## config.mk

```make
export PLATFORM = sky130hd
export DESIGN_NAME = fep_ctrl
export DESIGN_NICKNAME = d
export VERILOG_FILES = /design/src/fep_pkg.sv /design/src/fep_ctrl.sv
export VERILOG_INCLUDE_DIRS = /design/src
export SDC_FILE = /design/constraint.sdc
export NUM_CORES = 1
export LEC_CHECK = 0
export ABC_AREA = 1
export BUFFER_PORTS_ARGS = -buffer_cell sky130_fd_sc_hd__clkbuf_2
export CAP_MARGIN = 15
export CORE_AREA = 3 3 87 89
export CTS_CLUSTER_DIAMETER = 100
export DETAILED_ROUTE_END_ITERATION = 10
export DIE_AREA = 0 0 90 92
export PLACE_DENSITY = 0.71
export SETUP_SLACK_MARGIN = 0.1
export SYNTH_ARGS = -nofsm -noshare
export SYNTH_HDL_FRONTEND = slang
export SYNTH_SLANG_ARGS = --single-unit
```

## constraint.sdc

```tcl
create_clock -name mclk -period 2.67 [get_ports mclk]
set_input_delay 0.801 -clock mclk [delete_from_list [all_inputs] [get_ports mclk]]
set_output_delay 0.801 -clock mclk [all_outputs]
set_load 0.005 [all_outputs]
```

## src/fep_defs.svh

```systemverilog
// register map, field positions, reset values and fixed addresses of the flash ecc/protection block
`ifndef FEP_DEFS_SVH
`define FEP_DEFS_SVH

// register indices; byte address is four times the index
`define FEP_IDX_FLASH_STATUS      6'h06
`define FEP_IDX_FLASH_ERROR_STAT  6'h07
`define FEP_IDX_PROGRAM_PROT      6'h08
`define FEP_IDX_FLASH_CONFIG      6'h09

// field positions
`define FEP_BIT_DOUBLE_FAULT      0+1
`define FEP_BIT_SINGLE_FAULT      0
`define FEP_BIT_PROT_VIOLATION    4
`define FEP_BIT_IRQ_ENABLE        0
`define FEP_BIT_IGNORE_SINGLE     1

// reset values
`define FEP_PROT_FULL             8'h7f
`define FEP_FLAGS_RESET           2'h0

// program flash window and range granules
`define FEP_PFLASH_BASE           24'hff8000
`define FEP_PFLASH_TOP            24'hffffff
`define FEP_NV_PROT_ADDR          24'hfffe0c
`define FEP_HIGH_UNIT             24'h000800
`define FEP_LOW_UNIT              24'h000400

// allowed scenario moves in normal mode, bit (from*8 + to)
`define FEP_MOVE_TABLE            64'hff5a3c18080c0a0f

// axi responses
`define FEP_RESP_OKAY             2'h0
`define FEP_RESP_SLVERR           2'h2

`endif

```

## src/fep_pkg.sv

```systemverilog
// types of the flash ecc/protection block
package fep_pkg;

    typedef struct packed {
        logic       popen;   // protect_operation_enable
        logic       reserved_nonvolatile_bit;     // reserved_nonvolatile_bit
        logic       hdis;    // high_range_disable
        logic [1:0] hs;      // high_range_size
        logic       ldis;    // low_range_disable
        logic [1:0] ls;      // low_range_size
    } fep_prot_type;

    typedef struct packed {
        logic valid;         // array read finished this cycle
        logic single;        // one-bit error corrected
        logic double;        // two-bit error found
        logic busy_invalid;  // read of a block under command, data invalid
    } fep_rdfault_type;

    typedef struct packed {
        logic        valid;  // nonvolatile protection byte delivered
        logic        dfault; // double fault while reading it
        logic [7:0]  data;   // byte read from the fixed address
    } fep_nvload_type;

    typedef struct packed {
        logic        valid;  // program or erase requested
        logic        erase;  // block erase
        logic [23:0] addr;   // global target address
    } fep_opreq_type;

    typedef struct packed {
        logic         aw_ok;
        logic [5:0]   aw_idx;
        logic         w_ok;
        logic [7:0]   w_data;
        logic         w_lane;
        logic         awready;
        logic         wready;
        logic         bvalid;
        logic [1:0]   bresp;
        logic         arready;
        logic         rvalid;
        logic [7:0]   rdata;
        logic [1:0]   rresp;
        logic         loaded;
        fep_prot_type prot;
        logic         stage_s;
        logic         stage_d;
        logic         single_fault_flag;
        logic         double_fault_flag;
        logic         viol;
        logic         irq_en;
        logic         ign_sf;
        logic         irq;
        logic         op_done;
        logic         op_reject;
    } fep_state_type;

endpackage : fep_pkg
```

## src/fep_ctrl.sv

```systemverilog
// flash ecc fault flags and program flash protection, axi4-lite register slave
//
// Register access over AXI4-Lite was left to the implementer.
`timescale 1ns/1ps
`include "fep_defs.svh"

module fep_ctrl
    import fep_pkg::*;
#(
    parameter int ADDR_W = 8
) (
    input  wire logic              mclk,          // 100 MHz clock
    input  wire logic              reset,         // sync, active high
    input  wire logic              special_mode,  // special single chip mode
    input  wire fep_rdfault_type   rd_fault,      // ecc result of array reads
    input  wire fep_nvload_type    nv_load,       // reset-sequence protection byte
    input  wire fep_opreq_type     op_req,        // program/erase check request
    output logic                   op_done,       // check finished, one cycle
    output logic                   op_reject,     // op refused, with op_done
    output logic                   prot_loaded,   // reset load has happened
    output logic                   single_fault_irq, // interrupt request
    input  wire logic [ADDR_W-1:0] s_axi_awaddr,  // write address
    input  wire logic              s_axi_awvalid, // write address valid
    output logic                   s_axi_awready, // write address ready
    input  wire logic [31:0]       s_axi_wdata,   // write data
    input  wire logic [3:0]        s_axi_wstrb,   // write strobes
    input  wire logic              s_axi_wvalid,  // write data valid
    output logic                   s_axi_wready,  // write data ready
    output logic [1:0]             s_axi_bresp,   // write response
    output logic                   s_axi_bvalid,  // write response valid
    input  wire logic              s_axi_bready,  // write response ready
    input  wire logic [ADDR_W-1:0] s_axi_araddr,  // read address
    input  wire logic              s_axi_arvalid, // read address valid
    output logic                   s_axi_arready, // read address ready
    output logic [31:0]            s_axi_rdata,   // read data
    output logic [1:0]             s_axi_rresp,   // read response
    output logic                   s_axi_rvalid,  // read data valid
    input  wire logic              s_axi_rready   // read data ready
);

    fep_state_type st;
    fep_state_type next_st;

    // move table held as a vector, since a bare literal cannot be bit-selected
    localparam logic [63:0] MOVE_TABLE = `FEP_MOVE_TABLE;

    // scenario number is {enable, high disable, low disable}
    function automatic logic [2:0] scenario(input fep_prot_type p);
        scenario = {p.popen, p.hdis, p.ldis};
    endfunction : scenario

    // address protected under the given setting
    function automatic logic addr_protected(input fep_prot_type p, input logic [23:0] a);
        logic [23:0] hsz;
        logic [23:0] lsz;
        logic        in_high;
        logic        in_low;
        hsz     = `FEP_HIGH_UNIT << p.hs;
        lsz     = `FEP_LOW_UNIT << p.ls;
        in_high = !p.hdis && (a > (`FEP_PFLASH_TOP - hsz));
        in_low  = !p.ldis && (a >= `FEP_PFLASH_BASE) && (a < (`FEP_PFLASH_BASE + lsz));
        addr_protected = p.popen ? (in_high || in_low) : !(in_high || in_low);
    endfunction : addr_protected

    logic         wr_commit;
    logic         rd_commit;
    logic         prot_wr;
    logic         move_ok;
    fep_prot_type prot_cand;
    logic         op_hit;

    // register engine, bus slave and protection check
    always_comb begin
        next_st   = st;
        wr_commit = st.aw_ok && st.w_ok && !st.bvalid;
        rd_commit = s_axi_arvalid && st.arready;
        prot_wr   = wr_commit && st.w_lane && st.loaded &&
                    (st.aw_idx == `FEP_IDX_PROGRAM_PROT);
        prot_cand = st.prot;

        // address and data taken independently, in either order
        if (s_axi_awvalid && st.awready) begin
            next_st.aw_ok  = 1'b1;
            next_st.aw_idx = s_axi_awaddr[7:2];
        end
        if (s_axi_wvalid && st.wready) begin
            next_st.w_ok   = 1'b1;
            next_st.w_data = s_axi_wdata[7:0];
            next_st.w_lane = s_axi_wstrb[0];
        end
        if (s_axi_bvalid && s_axi_bready) begin
            next_st.bvalid = 1'b0;
        end

        // candidate protection value, reserved bit never written
        prot_cand.popen = st.w_data[7];
        prot_cand.hdis  = st.w_data[5];
        prot_cand.ldis  = st.w_data[2];
        // high size locked while range active
        if (st.prot.hdis) begin
            prot_cand.hs = st.w_data[4:3];
        end
        // low size locked while range active
        if (st.prot.ldis) begin
            prot_cand.ls = st.w_data[1:0];
        end
        move_ok = special_mode ||
                  MOVE_TABLE[{scenario(st.prot), scenario(prot_cand)}];

        // fault staging gives the one cycle storage delay
        // stage now, flag next cycle
        next_st.stage_d = rd_fault.valid && (rd_fault.double || rd_fault.busy_invalid);
        next_st.stage_s = rd_fault.valid && (rd_fault.single || rd_fault.busy_invalid) &&
                          !st.ign_sf;

        if (wr_commit) begin
            next_st.aw_ok  = 1'b0;
            next_st.w_ok   = 1'b0;
            next_st.bvalid = 1'b1;
            next_st.bresp  = `FEP_RESP_OKAY;
            if (st.w_lane) begin
                unique case (st.aw_idx)
                    `FEP_IDX_FLASH_ERROR_STAT: begin
                        if (st.w_data[`FEP_BIT_DOUBLE_FAULT]) begin
                            next_st.double_fault_flag = 1'b0;
                        end
                        if (st.w_data[`FEP_BIT_SINGLE_FAULT]) begin
                            next_st.single_fault_flag = 1'b0;
                        end
                    end
                    `FEP_IDX_FLASH_STATUS: begin
                        if (st.w_data[`FEP_BIT_PROT_VIOLATION]) begin
                            next_st.viol = 1'b0;
                        end
                    end
                    `FEP_IDX_FLASH_CONFIG: begin
                        next_st.irq_en = st.w_data[`FEP_BIT_IRQ_ENABLE];
                        next_st.ign_sf = st.w_data[`FEP_BIT_IGNORE_SINGLE];
                    end
                    `FEP_IDX_PROGRAM_PROT: begin
                        if (prot_wr && move_ok) begin
                            next_st.prot = prot_cand;
                        end
                    end
                    default: begin
                        next_st.bresp = `FEP_RESP_SLVERR;
                    end
                endcase
            end
        end

        // staged faults land here; set wins over a same-cycle clear
        // double fault sets flag
        if (st.stage_d) begin
            next_st.double_fault_flag = 1'b1;
        end
        if (st.stage_s) begin
            next_st.single_fault_flag = 1'b1;
        end

        if (nv_load.valid && !st.loaded) begin
            next_st.loaded = 1'b1;
            next_st.prot   = nv_load.dfault ? fep_prot_type'(`FEP_PROT_FULL)
                                            : fep_prot_type'(nv_load.data);
        end

        // block erase needs whole block open
        op_hit = op_req.erase ? (st.prot.popen ? !(st.prot.hdis && st.prot.ldis) : 1'b1)
                              : addr_protected(st.prot, op_req.addr);
        next_st.op_done   = op_req.valid;
        next_st.op_reject = op_req.valid && (op_hit || !st.loaded);
        if (op_req.valid && (op_hit || !st.loaded)) begin
            next_st.viol = 1'b1;
        end

        // read side; reads have no side effects
        if (s_axi_rvalid && s_axi_rready) begin
            next_st.rvalid = 1'b0;
        end
        if (rd_commit) begin
            next_st.rvalid = 1'b1;
            next_st.rresp  = `FEP_RESP_OKAY;
            next_st.rdata  = 8'h00;
            unique case (s_axi_araddr[7:2])
                `FEP_IDX_FLASH_ERROR_STAT: next_st.rdata = {6'h00, st.double_fault_flag, st.single_fault_flag};
                `FEP_IDX_FLASH_STATUS:     next_st.rdata = {3'h0, st.viol, 4'h0};
                `FEP_IDX_FLASH_CONFIG:     next_st.rdata = {6'h00, st.ign_sf, st.irq_en};
                `FEP_IDX_PROGRAM_PROT:     next_st.rdata = st.prot;
                default:                   next_st.rresp = `FEP_RESP_SLVERR;
            endcase
        end

        next_st.irq     = next_st.single_fault_flag && next_st.irq_en;
        // one write and one read outstanding at most
        next_st.awready = !next_st.aw_ok && !next_st.bvalid;
        next_st.wready  = !next_st.w_ok && !next_st.bvalid;
        next_st.arready = !next_st.rvalid;
    end

    // single state register; protection starts fully closed until the load
    always_ff @(posedge mclk) begin
        if (reset) begin
            st         <= '0;
            st.prot    <= fep_prot_type'(`FEP_PROT_FULL);
            st.awready <= 1'b1;
            st.wready  <= 1'b1;
            st.arready <= 1'b1;
        end else begin
            st <= next_st;
        end
    end

    // outputs straight from the state register
    assign s_axi_awready    = st.awready;
    assign s_axi_wready     = st.wready;
    assign s_axi_bvalid     = st.bvalid;
    assign s_axi_bresp      = st.bresp;
    assign s_axi_arready    = st.arready;
    assign s_axi_rvalid     = st.rvalid;
    assign s_axi_rresp      = st.rresp;
    assign s_axi_rdata      = {24'h000000, st.rdata};
    assign op_done          = st.op_done;
    assign op_reject        = st.op_reject;
    assign prot_loaded      = st.loaded;
    assign single_fault_irq = st.irq;
endmodule : fep_ctrl

```

* Yosys cells after proc, flatten, opt, wreduce, memory -nomap -nowiden *
Memories as Yosys holds them, arrays and structs flattened.
Index checks and enable logic that the tools add are counted.

storage, ports and cells
  logic and storage cells = 143
  register bits after elaboration = 53
  output and inout bits = 45
  bits of input ports = 100
  memories = 1
  memory bits (read-only) = 64

operators by class
  order comparisons = 4
  muxes and demuxes = 35
  add/subtract/negate cells = 2
  shifts and indexed selects = 2
  equal/unequal tests = 8
  reductions and logical operators = 61

memory list
  name             depth  width  read ports  clocked after memory_dff  write ports  RTL line         source
  (no name shown)  64     1      1           0                         0            fep_ctrl.sv:108  MOVE_TABLE[{scenario(st.prot), scenario(prot_cand)}];

operator list
  operator                                                                       number
  8-bit 2-to-1 mux                                                               6
  8-bit case mux with 4 select lines                                             1
  2-bit nonzero test                                                             14
  24-bit adder (first input constant)                                            1
  6-bit by 3-bit equality test with 1-bit output (second input constant)         4
  6-bit by 4-bit equality test with 1-bit output (second input constant)         4
  24-bit greater-or-equal comparator (second input constant)                     1
  24-bit > comparator                                                            1
  24-bit less-than comparator                                                    1
  11-bit by 2-bit << shifter with 24-bit output (first input constant)           1
  12-bit by 2-bit << shifter with 24-bit output (first input constant)           1
  24-bit subtractor (first input constant)                                       1
  1-bit logical AND                                                              23
  1-bit 2-to-1 mux                                                               15
  2-bit 2-to-1 mux                                                               7
  4-bit AND reduction                                                            3
  1-bit logical NOT                                                              11
  11-bit 2-to-1 mux                                                              1
  10-bit 2-to-1 mux                                                              1
  5-bit 2-to-1 mux                                                               2
  5-bit AND reduction                                                            2
  4-bit OR reduction                                                             2
  6-bit by 7-bit less-than comparator with 1-bit output (second input constant)  1
  7-bit 2-to-1 mux                                                               1
  3 further kinds                                                                7

* Logic depth before layout (Yosys ltp) *
Gate-level depths: netlist (run 1).

  depth after elaboration = 12
  depth in mapped cells = 15
  mapped depth without buffers = 15

* Least setup slack after synthesis (run 1) *
Ideal clock, no wire load.

  path kind = in2reg
  start point = in op_req[10] (netlist bit)
  end point = reg st[5] (netlist bit)
  stages on the path = 13
  arrival = 1.750 ns
  path buffers = 0
  library setup time = 0.114 ns
  data required time = 2.556 ns
  slack = 0.806 ns
  cell sequence = ha_1 > o21ai_0 > nand2_1 > nand2_1 > nand2_1 > nand2_1 > nand2_1 > nand2_1 > nand2_1 > nand2_1 > nand3_1 > nand2_1 > nand2_1

between the ends
  cells in the longest elaborated chain, start to end = 11
  elaborated cells between the ends (all ways) = 18
  those cells by class = 3 x order compare; 3 x mux; 12 x reduce/logical

RTL lines
  item                                                 RTL line         source
  start, declared                                      fep_ctrl.sv:17   input wire fep_opreq_type op_req,
  24-bit greater-or-equal comparator (no source line)  --
  1-bit logical AND (2 in series)                      fep_ctrl.sv:61   in_low = !p.ldis && (a >= `FEP_PFLASH_BASE) && (a < (`FEP_PFLASH_BASE + lsz));
  1-bit logical OR (*)                                 fep_ctrl.sv:62   addr_protected = p.popen ? (in_high || in_low) : !(in_high || in_low);
  1-bit logical NOT                                    fep_ctrl.sv:62
  1-bit 2-to-1 mux (*)                                 fep_ctrl.sv:62
  1-bit 2-to-1 mux (*)                                 fep_ctrl.sv:168  op_hit = op_req.erase ? (st.prot.popen ? !(st.prot.hdis && st.prot.ldis) : 1'b1)
  1-bit logical OR (*)                                 fep_ctrl.sv:172  if (op_req.valid && (op_hit || !st.loaded)) begin
  1-bit logical AND (*)                                fep_ctrl.sv:172
  2-bit nonzero test (no source line)                  --
  4-bit AND reduction (no source line)                 --
  end signal, assigned                                 fep_ctrl.sv:209  st <= next_st;
  end, declared                                        fep_ctrl.sv:41   fep_state_type st;

Mark *: on every way between the ends. The rest lies on a longest branch, timed or not.
A chain may end at the register's enable or synchronous reset.

* Final worst setup path (run 1) *
  start point = in op_req[14] (netlist bit)
  end point = reg st[5] (netlist bit)

The elaborated chain is that of the path after synthesis.

==> metrics.md, run 1 <==
| Metric | Value |
|---|---|
| Status | completed |
| Tmin final | roughly 1800 ps |
| Clock Path Buffers | 2 |
| Pin count of the biggest net entering global routing | 33 |
| Die area | between 8000 and 9000 µm² |
| Max H-tree Level | 2 |
| Via density | about 4.6 |
| Hold Crit Depth | 2 |
| Pins Over Slew Limit | 0 |
| Fin. Hold Viols | 0 |
| Max-cap violations | 0 |
| Die width | around 90 µm |
| Endpoint, Worst Hold | st[6] |
| Total gr overflow | 0 |
| Post_cts resized | 0 |
| Routed wire length | around 6100 µm |
| PwrDens | between 500 and 600 nW/µm² |
| Ys flop type | dfxtp_1 |
| CP Data Required Time | about 2900 ps |
| Clock latency on the worst-skew pair | between 300 and 400 ps |
| Yosys top cell by area | dfxtp_1 |
| Initial Utilization | 0.395 |
| Crit-path slowest cell | ha_1 |
| Share of post-route cells with drive strength above 1 | 0.246 |
| Max Fclk | approximately 550 MHz |
| DRC viols | 0 |
| CTS clk-pin slew, worst paths | 80 ps |
| Post-CTS Hold Buffers | 0 |
| Setup_tns | 0 ps |
| Post-Layout Cell Count | ~550 |
| Synthesized flop and latch total | 50 |
| Critical Path AT | between 2000 and 2500 ps |
| Area Growth Syn to Fin | 17.2% |
| Dpl cells | 544 |
| CTS sink cnt | 50 |
| Ports | 145 |
| GPL Wtd Cong | 0.790 |
| Maximum vdd drop | approximately 0.00040 V |
| HP Start | st[8] |
| Final layout net count | 565 |
| Startpoint types | input port |
| Mean Syn Cell Area | between 7 and 8 µm² |
| Hpwl dp | approximately 4900 µm |
| First-pass GRT wire length | approximately 10,000 µm |
| Layout Skew | approximately 6.7 ps |
| Leakage power | around 1.6 nW |
| RSZ-0062 raised after global routing | no |
| Post-CTS Setup Repair Bufs | 0 |
| Capturing point of the worst reg2reg path | st[5] |
| TritonCTS clock tree | done |
| Async SR Flop Fraction | 0 |
| # rows | 30 |
| Antenna fix cells | 0 |
| Root Driver | clkbuf_8 |
| Reg2Reg Launch Point | st[13] |
| Seq/Total Area, Yosys | 0.371 |
| Total power | 0.00166 W |
| CP dominant cell by count | nand2_1 |
| Detailed Route Iter0 Violations | between 80 and 90 |
| Final ANT Viol Nets | 0 |
| Total CTS buffers | 5 |
| Vias in the first global route | ~2,300 |
| DR WL/cell | around 11 µm |
| Number of flops mapped to enable cells by yosys | 0 |
| Post-synthesis cell area | roughly 2700 µm² |
| Mapped Cells | 378 |
| Synth top area cells | dfxtp_1, nand2_1, buf_4, o21ai_0, nor2_1 |
| Most frequent cells after synthesis | nand2_1, dfxtp_1, nor2_1, buf_4, inv_1 |
| Port bufs | 86 |
| Distinct cells, synth | 35 |
| Yosys top cell area share | 0.371 |
| Via Count | about 2,500 |
| Critical Path Max Stage Delay | about 270 ps |
| Core area | ~6800 µm² |
| Setup crit end kind | flip-flop |
| Critical path type | in -> reg |
| Hold WC Path Type | reg -> reg |
| Final Setup Violations | 0 |
| Period utilization | 0.677 |
| Gr usage total | 0.147 |
| Ys Warns | 0 |
| Die H | ~92 µm |
| Fin util | 0.463 |
| Worst reg2reg path depth | 13 |
| Count leader, synth | nand2_1 |
| R2r setup slk | between 900 and 1000 ps |
| Pre-Repair DR Iteration Count | 4 |
| Crit Path Max Fanout | 2 |
| # fillers | a little over 700 |
| Critical path, cell by cell | clkbuf_2, ha_1, nand2_1, nor2_1, nand2_1, nand3_1, nand3_1, nand2_1, nand2_1, nand2_1, nand3_1, nand2_1, nand2_1 |
| Initial antenna violation count | 0 |
[power breakdown]
group / leakage (nW) / internal (W) / switching (W)
Combinational: 1.12 / 0.000122 / 0.000179
Sequential: 0.413 / 0.000803 / 0.0000432
Clock: 0.0575 / 0.000262 / 0.000249
Total: 1.59 / 0.00119 / 0.000471
[worst max-delay path: cells and delay by family]
kind | cells | cell delay [ps]
AND/OR/NAND/NOR | 11 | 820
adder cells (fa/ha/maj) | 1 | 270
buffers and inverters | 1 | 90
[sequential cells by signal (all words and copies together), names as in the netlist]
name,count
op_done,1
op_reject,1
prot_cand,4
prot_loaded,1
s_axi_arready,1
s_axi_awready,1
s_axi_bresp,1
s_axi_bvalid,1
s_axi_rdata,8
s_axi_rresp,1
s_axi_rvalid,1
s_axi_wready,1
single_fault_irq,1
st,27
[cell type report]
type,instances,area [µm²],share of cell area
flip-flops and latches,50,1000,0.317
inverters,40,150,0.0475
well taps,96,120,0.0380
clock buffers,8,110,0.0348
multi-input cells,270,1330,0.422
repair buffers,88,445,0.141
[worst max-delay path by stage]
stage | from | end | slack [ps]
after global placement | op_req[10] | st[5] | 570
after floorplan | op_req[10] | st[5] | 810
after detailed placement | op_req[10] | st[5] | 530
final | op_req[14] | st[5] | 860
after global routing | op_req[14] | st[5] | 700
after CTS | op_req[14] | st[5] | 850
[cell usage in the layout (no fill, tap or decap), types with 2 or more instances in the layout]
| master | instances |
|---|---|
| a21oi_1 | 24 |
| a21oi_2 | 2 |
| buf_4 | 2 |
| clkbuf_2 | 86 |
| clkbuf_8 | 8 |
| conb_1 | 26 |
| dfxtp_1 | 50 |
| ha_1 | 10 |
| inv_1 | 36 |
| inv_2 | 3 |
| nand2_1 | 74 |
| nand2_2 | 4 |
| nand3_1 | 25 |
| nand4_1 | 5 |
| nor2_1 | 40 |
| nor3_1 | 7 |
| o211ai_1 | 2 |
| o21ai_0 | 35 |
[kinds of logic after synthesis]
| kind of cell | Yosys count | synth area share |
|---|---|---|
| flip-flops | 50 | 0.371 |
| buffers and inverters | 83 | 0.169 |
| adder cells (fa/ha/maj) | 10 | 0.0464 |
| multiplexers | 1 | 0.00371 |
| other | 1 | 0.00139 |
| AND/OR/NAND/NOR | 163 | 0.268 |
| AO/OA/AOI/OAI | 70 | 0.140 |
[per-stage QoR]
stage	hold WS (ps)	cell area, µm²	setup WS (ps)
after floorplan	413	2790	806
after global placement	433	3050	573
after detailed placement	442	3050	529
after CTS	462	3160	853
after global routing	484	3160	700
final	460	3160	863
[per-layer routing]
metal,global-route usage,wire length (µm)
met2,0.240,2750
met1,0.192,2920
met3,0.0369,412
met4,0.0408,59
met5,0,0
Power figures use the tool's default switching activity.
==> inputs of run 2 (changes only) <==
Clock period 2.67 ns to 1.85 ns, I/O delays scaled along.
==> run 2 against run 1 <==
Net effect: first-iteration DRC count is 15% lower; global-route usage is 0.072 points higher; via count is 1.5% higher; critical path type is now reg -> reg; non-clock buffer count is 8 higher; critical endpoint unchanged; worst setup slack worse by 650 ps.
==> metrics.md, run 2 (same netlist as run 1, synthesis figures left out) <==
| Metric | Value |
|---|---|
| Status | completed |
| Final Setup Violations | 0 (unchanged) |
| Final layout net count | 574 (+1.6%) |
| First-pass GRT wire length | 10,200 µm (+0.27%) |
| Leakage power | 1.64 nW (+3.1%) |
| PwrDens | 791 nW/µm² (+51%) |
| # fillers | 686 (-4.3%) |
| Logic pwr share | 0.180 (about the same) |
| CP Data Required Time | 2050 ps (-820 ps) |
| # rows | 30 (unchanged) |
| Vias in the first global route | 2,403 (+4.4%) |
| Period utilization | 0.884 |
| Tmin final | around 1600 ps |
| Hold WC Path Type | in -> reg |
| Sw frac | 0.271 (-0.0133) |
| Via Count | 2,556 (+1.5%) |
| CTS clk-pin slew, worst paths | 100 ps (+20 ps) |
| Final ANT Viol Nets | 0 (unchanged) |
| Startpoint types | flip-flop |
| Port bufs | 86 (unchanged) |
| Setup_tns | 0 ps (unchanged) |
| Pint | 0.00190 W (+60%) |
| Most frequent cells in the layout | clkbuf_2, nand2_1, dfxtp_1 |
| Clock Path Buffers | 2 (unchanged) |
| Area Growth Syn to Fin | 22.1% |
| Pre-Repair DR Iteration Count | 5 (+1) |
| Critical path type | reg -> reg |
| Maximum vdd drop | 0.000438 V (+8.4%) |
| Total CTS buffers | 5 (unchanged) |
| Clock latency on the worst-skew pair | 310 ps (about the same) |
| Die area | 8280 µm² (unchanged) |
| DR WL/cell | 11.2 µm (+0.94%) |
| Fin util | 0.482 (+0.0196) |
| Max H-tree Level | 2 (unchanged) |
| Die width | 90 µm (unchanged) |
| GPL Wtd Cong | 0.797 (+0.85%) |
| Sequential share of power | 0.469 (-0.041) |
| Biggest register | st |
| Share of post-route cells with drive strength above 1 | 0.292 (+0.0469) |
| Crit Path Max Fanout | 6 (+4) |
| Post-Place Cell Area | 3090 µm² (+1.2%) |
| Pin count of the biggest net entering global routing | 17 (-48%) |
| RSZ-0062 raised after global routing | yes |
| Fin. Hold Viols | 0 (unchanged) |
| Core area | 6830 µm² (unchanged) |
| Net Sw Power | 0.000706 W (+50%) |
| Pins Over Slew Limit | 0 (unchanged) |
| Largest register FFs | 27 (unchanged) |
| Total gr overflow | 0 (unchanged) |
| Root Driver | clkbuf_8 |
| DRC viols | 0 (unchanged) |
| Initial antenna violation count | 0 (unchanged) |
| Die H | 92 µm (unchanged) |
| Initial Utilization | 0.395 (unchanged) |
| Setup crit end kind | flip-flop |
| Antenna fix cells | 0 (unchanged) |
| Max-cap violations | 0 (unchanged) |
| Clock power share | 0.351 (+0.043) |
| Commonest non-fill, non-tap cell in the layout | clkbuf_2 |
| Layout Skew | 13.1 ps (+6.48 ps) |
| Critical Path AT | 1840 ps (-170 ps) |
| TritonCTS clock tree | done |
| Routed wire length | 6300 µm (+2.6%) |
| Gr usage total | 0.147 (+0.000717) |
| Hpwl dp | 5080 µm (+3.4%) |
| Ports | 145 (unchanged) |
| Max Fclk | roughly 600 MHz |
| CTS sink cnt | 50 (unchanged) |
| Via density | 4.56 (-0.16%) |
| Detailed Route Iter0 Violations | 72 (-15%) |
| Fin area | 3290 µm² (+4.2%) |
-- run 2: cell types whose count changed in the layout (fill, tap and decap cells not counted), moves of 3 or more --
cell,before,now
buf_4,2,10
dfxtp_1,50,46
clkbuf_8,8,5
inv_2,3,7
nand2_2,4,7
inv_1,36,31
-- run 2: repair_timing --
item / CTS / global route
gates cloned: 0 / 1
setup endpoints to repair: 1 / 7
endpoints found under the hold margin: 0 / 0
pin swaps: 0 / 2
hold buffers: 0 / 0
setup buffers: 0 / 3
resized for setup: 2 / 18
-- run 2: metal layers --
layer	global-route usage	wire [µm]	vias to the layer above	part of all wire
li1	-	-	1346	-
met1	0.187	2960	1114	0.47
met2	0.249	2850	87	0.45
met3	0.0345	415	9	0.066
met4	0.0434	76	0	0.012
met5	0	0	-	0
-- run 2: power by group through the flow --
stage	Combinational (W)	Clock [W]	Sequential [W]
final	0.000468	0.000914	0.00122
after global routing	0.000541	0.000976	0.00123
after CTS	0.000447	0.000937	0.00122
after detailed placement	0.000445	0	0.00124
after global placement	0.000429	0	0.00124
after floorplan	0.000330	0	0.00123
-- run 2: final timing paths --
| path | startpoint | to | slack [ps] | depth (start not counted) |
|---|---|---|---|---|
| worst max-delay path | st[13] | st[5] | 210 | 14 |
| worst min register to register | st[8] | st[6] | 470 | 2 |
| worst min-delay path | rd_fault[1] | st[8] | 470 | 3 |
| worst max register to register | st[13] | st[5] | 210 | 14 |
-- run 2: final cells by class --
cell class | count | area (µm²) | area share
inverters | 40 | 153 | 0.0463
repair buffers | 96 | 505 | 0.153
clock buffers | 5 | 68.8 | 0.0209
clock inverters | 3 | 68.8 | 0.0209
flip-flops and latches | 50 | 1010 | 0.307
multi-input cells | 271 | 1370 | 0.415
well taps | 96 | 120 | 0.0365
-- run 2: critical path: stages (launching register included) --
cell and delay [ps]:
dfxtp_4 370, nand2_1 80, inv_2 40, ha_4 250, nand2_2 50, nor2_2 120
nand2_1 50, nand3_1 70, nand3_1 80, nand2_1 90, nand2_1 50, nand2_1 100
nand3_2 70, nand2_2 70, nand2_1 50
-- run 2: through the flow --
step / instances / setup WS (ps) / total power, W / hold slack, ps
after floorplan: 403 / 232 / 0.00156 / 413
after global placement: 549 / -9.75 / 0.00167 / 424
after detailed placement: 549 / -57.7 / 0.00169 / 433
after CTS: 557 / 123 / 0.00260 / 453
after global routing: 561 / 85.4 / 0.00275 / 488
final: 561 / 215 / 0.00260 / 466
==> inputs of run 3 (changes only) <==
Settings changed: CORE_AREA 3 3 87 89 to 2 2 95 79, DIE_AREA 0 0 90 92 to 0 0 97 81.
Clock period 1.85 ns to 1.83 ns, I/O delays scaled along.
==> run 3 against run 2 <==
Net effect: global-route usage up 0.50 points; worst setup slack worse by 50 ps; sequential power about the same; register-to-register slack worse by 50 ps; maximum frequency down 1.8%; count of clock-buffer cells in the layout up 1; sequential cell count unchanged; core utilization down 1.2 points; clock power up 3.8%; cell count down 1.2%.
==> metrics.md, run 3 (same netlist as run 1, synthesis figures left out) <==
| Metric | Value |
|---|---|
| Status | completed |
| CP Data Required Time | 2030 ps (-20 ps) |
| Critical Path AT | 1870 ps (+30 ps) |
| Post-CTS Hold Buffers | 0 (unchanged) |
| Initial antenna violation count | 0 (unchanged) |
| Area Growth Syn to Fin | 22.7% |
| Commonest non-fill, non-tap cell in the layout | clkbuf_2 |
| Fin util | 0.470 (-0.0123) |
| TritonCTS clock tree | done |
| Max Fclk | 600 MHz (-1.8%) |
| Final layout net count | 573 (-0.17%) |
| WHS | 454 ps (-12.3 ps) |
| Largest register FFs | 27 (unchanged) |
| Clock Path Buffers | 2 (unchanged) |
| Via Count | 2,541 (-0.59%) |
| Core area | 7040 µm² (+3.1%) |
| Initial Utilization | 0.383 (-0.0118) |
| Total CTS buffers | 5 (unchanged) |
| Ports | 145 (unchanged) |
| Routed wire length | 6030 µm (-4.4%) |
| Hpwl dp | 4870 µm (-4.1%) |
| Detailed Route Iter0 Violations | 98 (+36%) |
| Max Used Layer | met4 |
| Final ANT Viol Nets | 0 (unchanged) |
| Setup ws final | 164 ps (-50.2 ps) |
| Clock latency on the worst-skew pair | 310 ps (about the same) |
| DRC viols | 0 (unchanged) |
| PwrDens | 802 nW/µm² (+1.5%) |
| M1 WL | 2980 µm (+0.54%) |
| Pint | 0.00195 W (+2.8%) |
| Metal3 WL | 394 µm (-5.1%) |
| Pin count of the biggest net entering global routing | 17 (unchanged) |
| DR WL/cell | 10.9 µm (-3.2%) |
| Crit Path Max Fanout | 6 (unchanged) |
| Gr usage total | 0.152 (+0.00502) |
| Clock power share | 0.357 (+0.006) |
| Vias in the first global route | 2,238 (-6.9%) |
| First-pass GRT wire length | 9790 µm (-3.6%) |
| Sequential share of power | 0.467 (-0.002) |
| Hold Crit Depth | 2 (-1) |
| Layout Skew | 15.4 ps (+2.21 ps) |
| Die area | 7860 µm² (-5.1%) |
| Pre-Repair DR Iteration Count | 4 (-1) |
| Setup crit end kind | flip-flop |
| CTS clk-pin slew, worst paths | 90 ps (about the same) |
| Port bufs | 86 (unchanged) |
| Max-cap violations | 0 (unchanged) |
| GPL Wtd Cong | 0.805 (+1.0%) |
| Final Setup Violations | 0 (unchanged) |
| Antenna fix cells | 0 (unchanged) |
| Fin. Hold Viols | 0 (unchanged) |
| Share of post-route cells with drive strength above 1 | 0.302 (+0.00925) |
| Worst reg2reg path depth | 14 (unchanged) |
| Maximum vdd drop | 0.000478 V (+9.2%) |
| Pins Over Slew Limit | 0 (unchanged) |
| Critical path type | reg -> reg |
| RSZ-0062 raised after global routing | yes |
| Least-Margin Pin Slew | between 500 and 600 ps |
| Hold WC Path Type | reg -> reg |
| Max H-tree Level | 2 (unchanged) |
| Wire length on met2 | 2550 µm (-10%) |
| Root Driver | clkbuf_8 |
| Via density | 4.59 (+0.67%) |
| Slew margin rel. | 0.659 |
| Total gr overflow | 0 (unchanged) |
| Net Sw Power | 0.000703 W (-0.31%) |
| Place WS | -56.2 ps (+1.52 ps) |
| # rows | 28 (-6.7%) |
| Period utilization | 0.910 (+0.0262) |
| Biggest register | st |
| CTS sink cnt | 50 (unchanged) |
| Logic pwr share | 0.176 (-0.004) |
| Most frequent cells in the layout | clkbuf_2, nand2_1, dfxtp_1 |
| Startpoint types | flip-flop |
| Tmin final | 1670 ps (+30.2 ps) |
| Die H | 81 µm (-12%) |
| Die width | 97 µm (+7.8%) |
| Sw frac | 0.265 (-0.00598) |
| Leakage power | 1.64 nW (+0.11%) |
run 3: changes by cell type in the layout (fill, tap and decap cells not counted):
| cell | change |
|---|---|
| buf_4 | -1 |
| clkbuf_8 | +1 |
| clkinv_4 | -1 |
| nand2_1 | -2 |
| nand2_2 | +2 |
| nand3_1 | -3 |
| nand3_2 | +3 |
| nor2_2 | -1 |
| nor2_4 | +1 |
| o21ai_0 | +1 |
| o21ai_1 | -1 |
run 3: layout make-up:
type | count | area, µm²
fillers | 719 | 3730
multi-input cells | 271 | 1390
flip-flops and latches | 50 | 1010
repair buffers | 95 | 498
inverters | 40 | 153
well taps | 90 | 113
clock buffers | 6 | 82.6
clock inverters | 2 | 60.1
run 3: per-layer routing:
layer | global-route usage | vias up
met1 | 0.205 | 1103
met3 | 0.0396 | 11
li1 | - | 1348
met4 | 0.0521 | 0
met5 | 0 | -
met2 | 0.240 | 79
run 3: what timing repair did:
action                                  4_1_cts  5_1_grt
gates cloned                                  0        1
buffers inserted                              0        3
pin swaps                                     0       12
endpoints found under the setup margin        1        6
hold endpoints to repair                      0        0
resized for setup                             2       23
run 3: final timing paths:
| kind | start | to | slack, ps |
|---|---|---|---|
| worst max-delay path | st[13] | st[5] | 160 |
| worst min-delay path | st[8] | st[6] | 450 |
| worst max register to register | st[13] | st[5] | 160 |
| worst min register to register | st[8] | st[6] | 450 |
run 3: per-stage QoR:
| step | total power, W | cells | cell area [µm²] | TNS [ps] |
|---|---|---|---|---|
| 2_1_floorplan | 0.00158 | 403 | 2790 | 0 |
| 3_3_place_gp | 0.00169 | 542 | 3070 | -56.9 |
| 3_5_place_dp | 0.00170 | 542 | 3070 | -93.5 |
| 4_1_cts | 0.00264 | 550 | 3220 | 0 |
| 5_1_grt | 0.00281 | 554 | 3310 | 0 |
| 6_report | 0.00266 | 554 | 3310 | 0 |
run 3: power by group through the flow:
| stage | sequential, W | combinational (W) | clock, W |
|---|---|---|---|
| 3_5_place_dp | 0.00126 | 0.000443 | 0 |
| 4_1_cts | 0.00124 | 0.000444 | 0.000966 |
| 6_report | 0.00124 | 0.000468 | 0.000949 |
| 3_3_place_gp | 0.00126 | 0.000430 | 0 |
| 2_1_floorplan | 0.00124 | 0.000334 | 0 |
| 5_1_grt | 0.00125 | 0.000537 | 0.00102 |
run 3: worst max-delay path, cell delays in order, from the launching register on:
cell,delay [ps]
dfxtp_4,380
nand2_1,70
inv_1,40
ha_1,260
nand2_1,70
nor2_2,100
inv_1,50
nor2_1,110
nand2_1,80
nand3_2,80
nand2_2,70
nand3_2,60
nand3_2,70
nand2_2,90
nand2_1,50
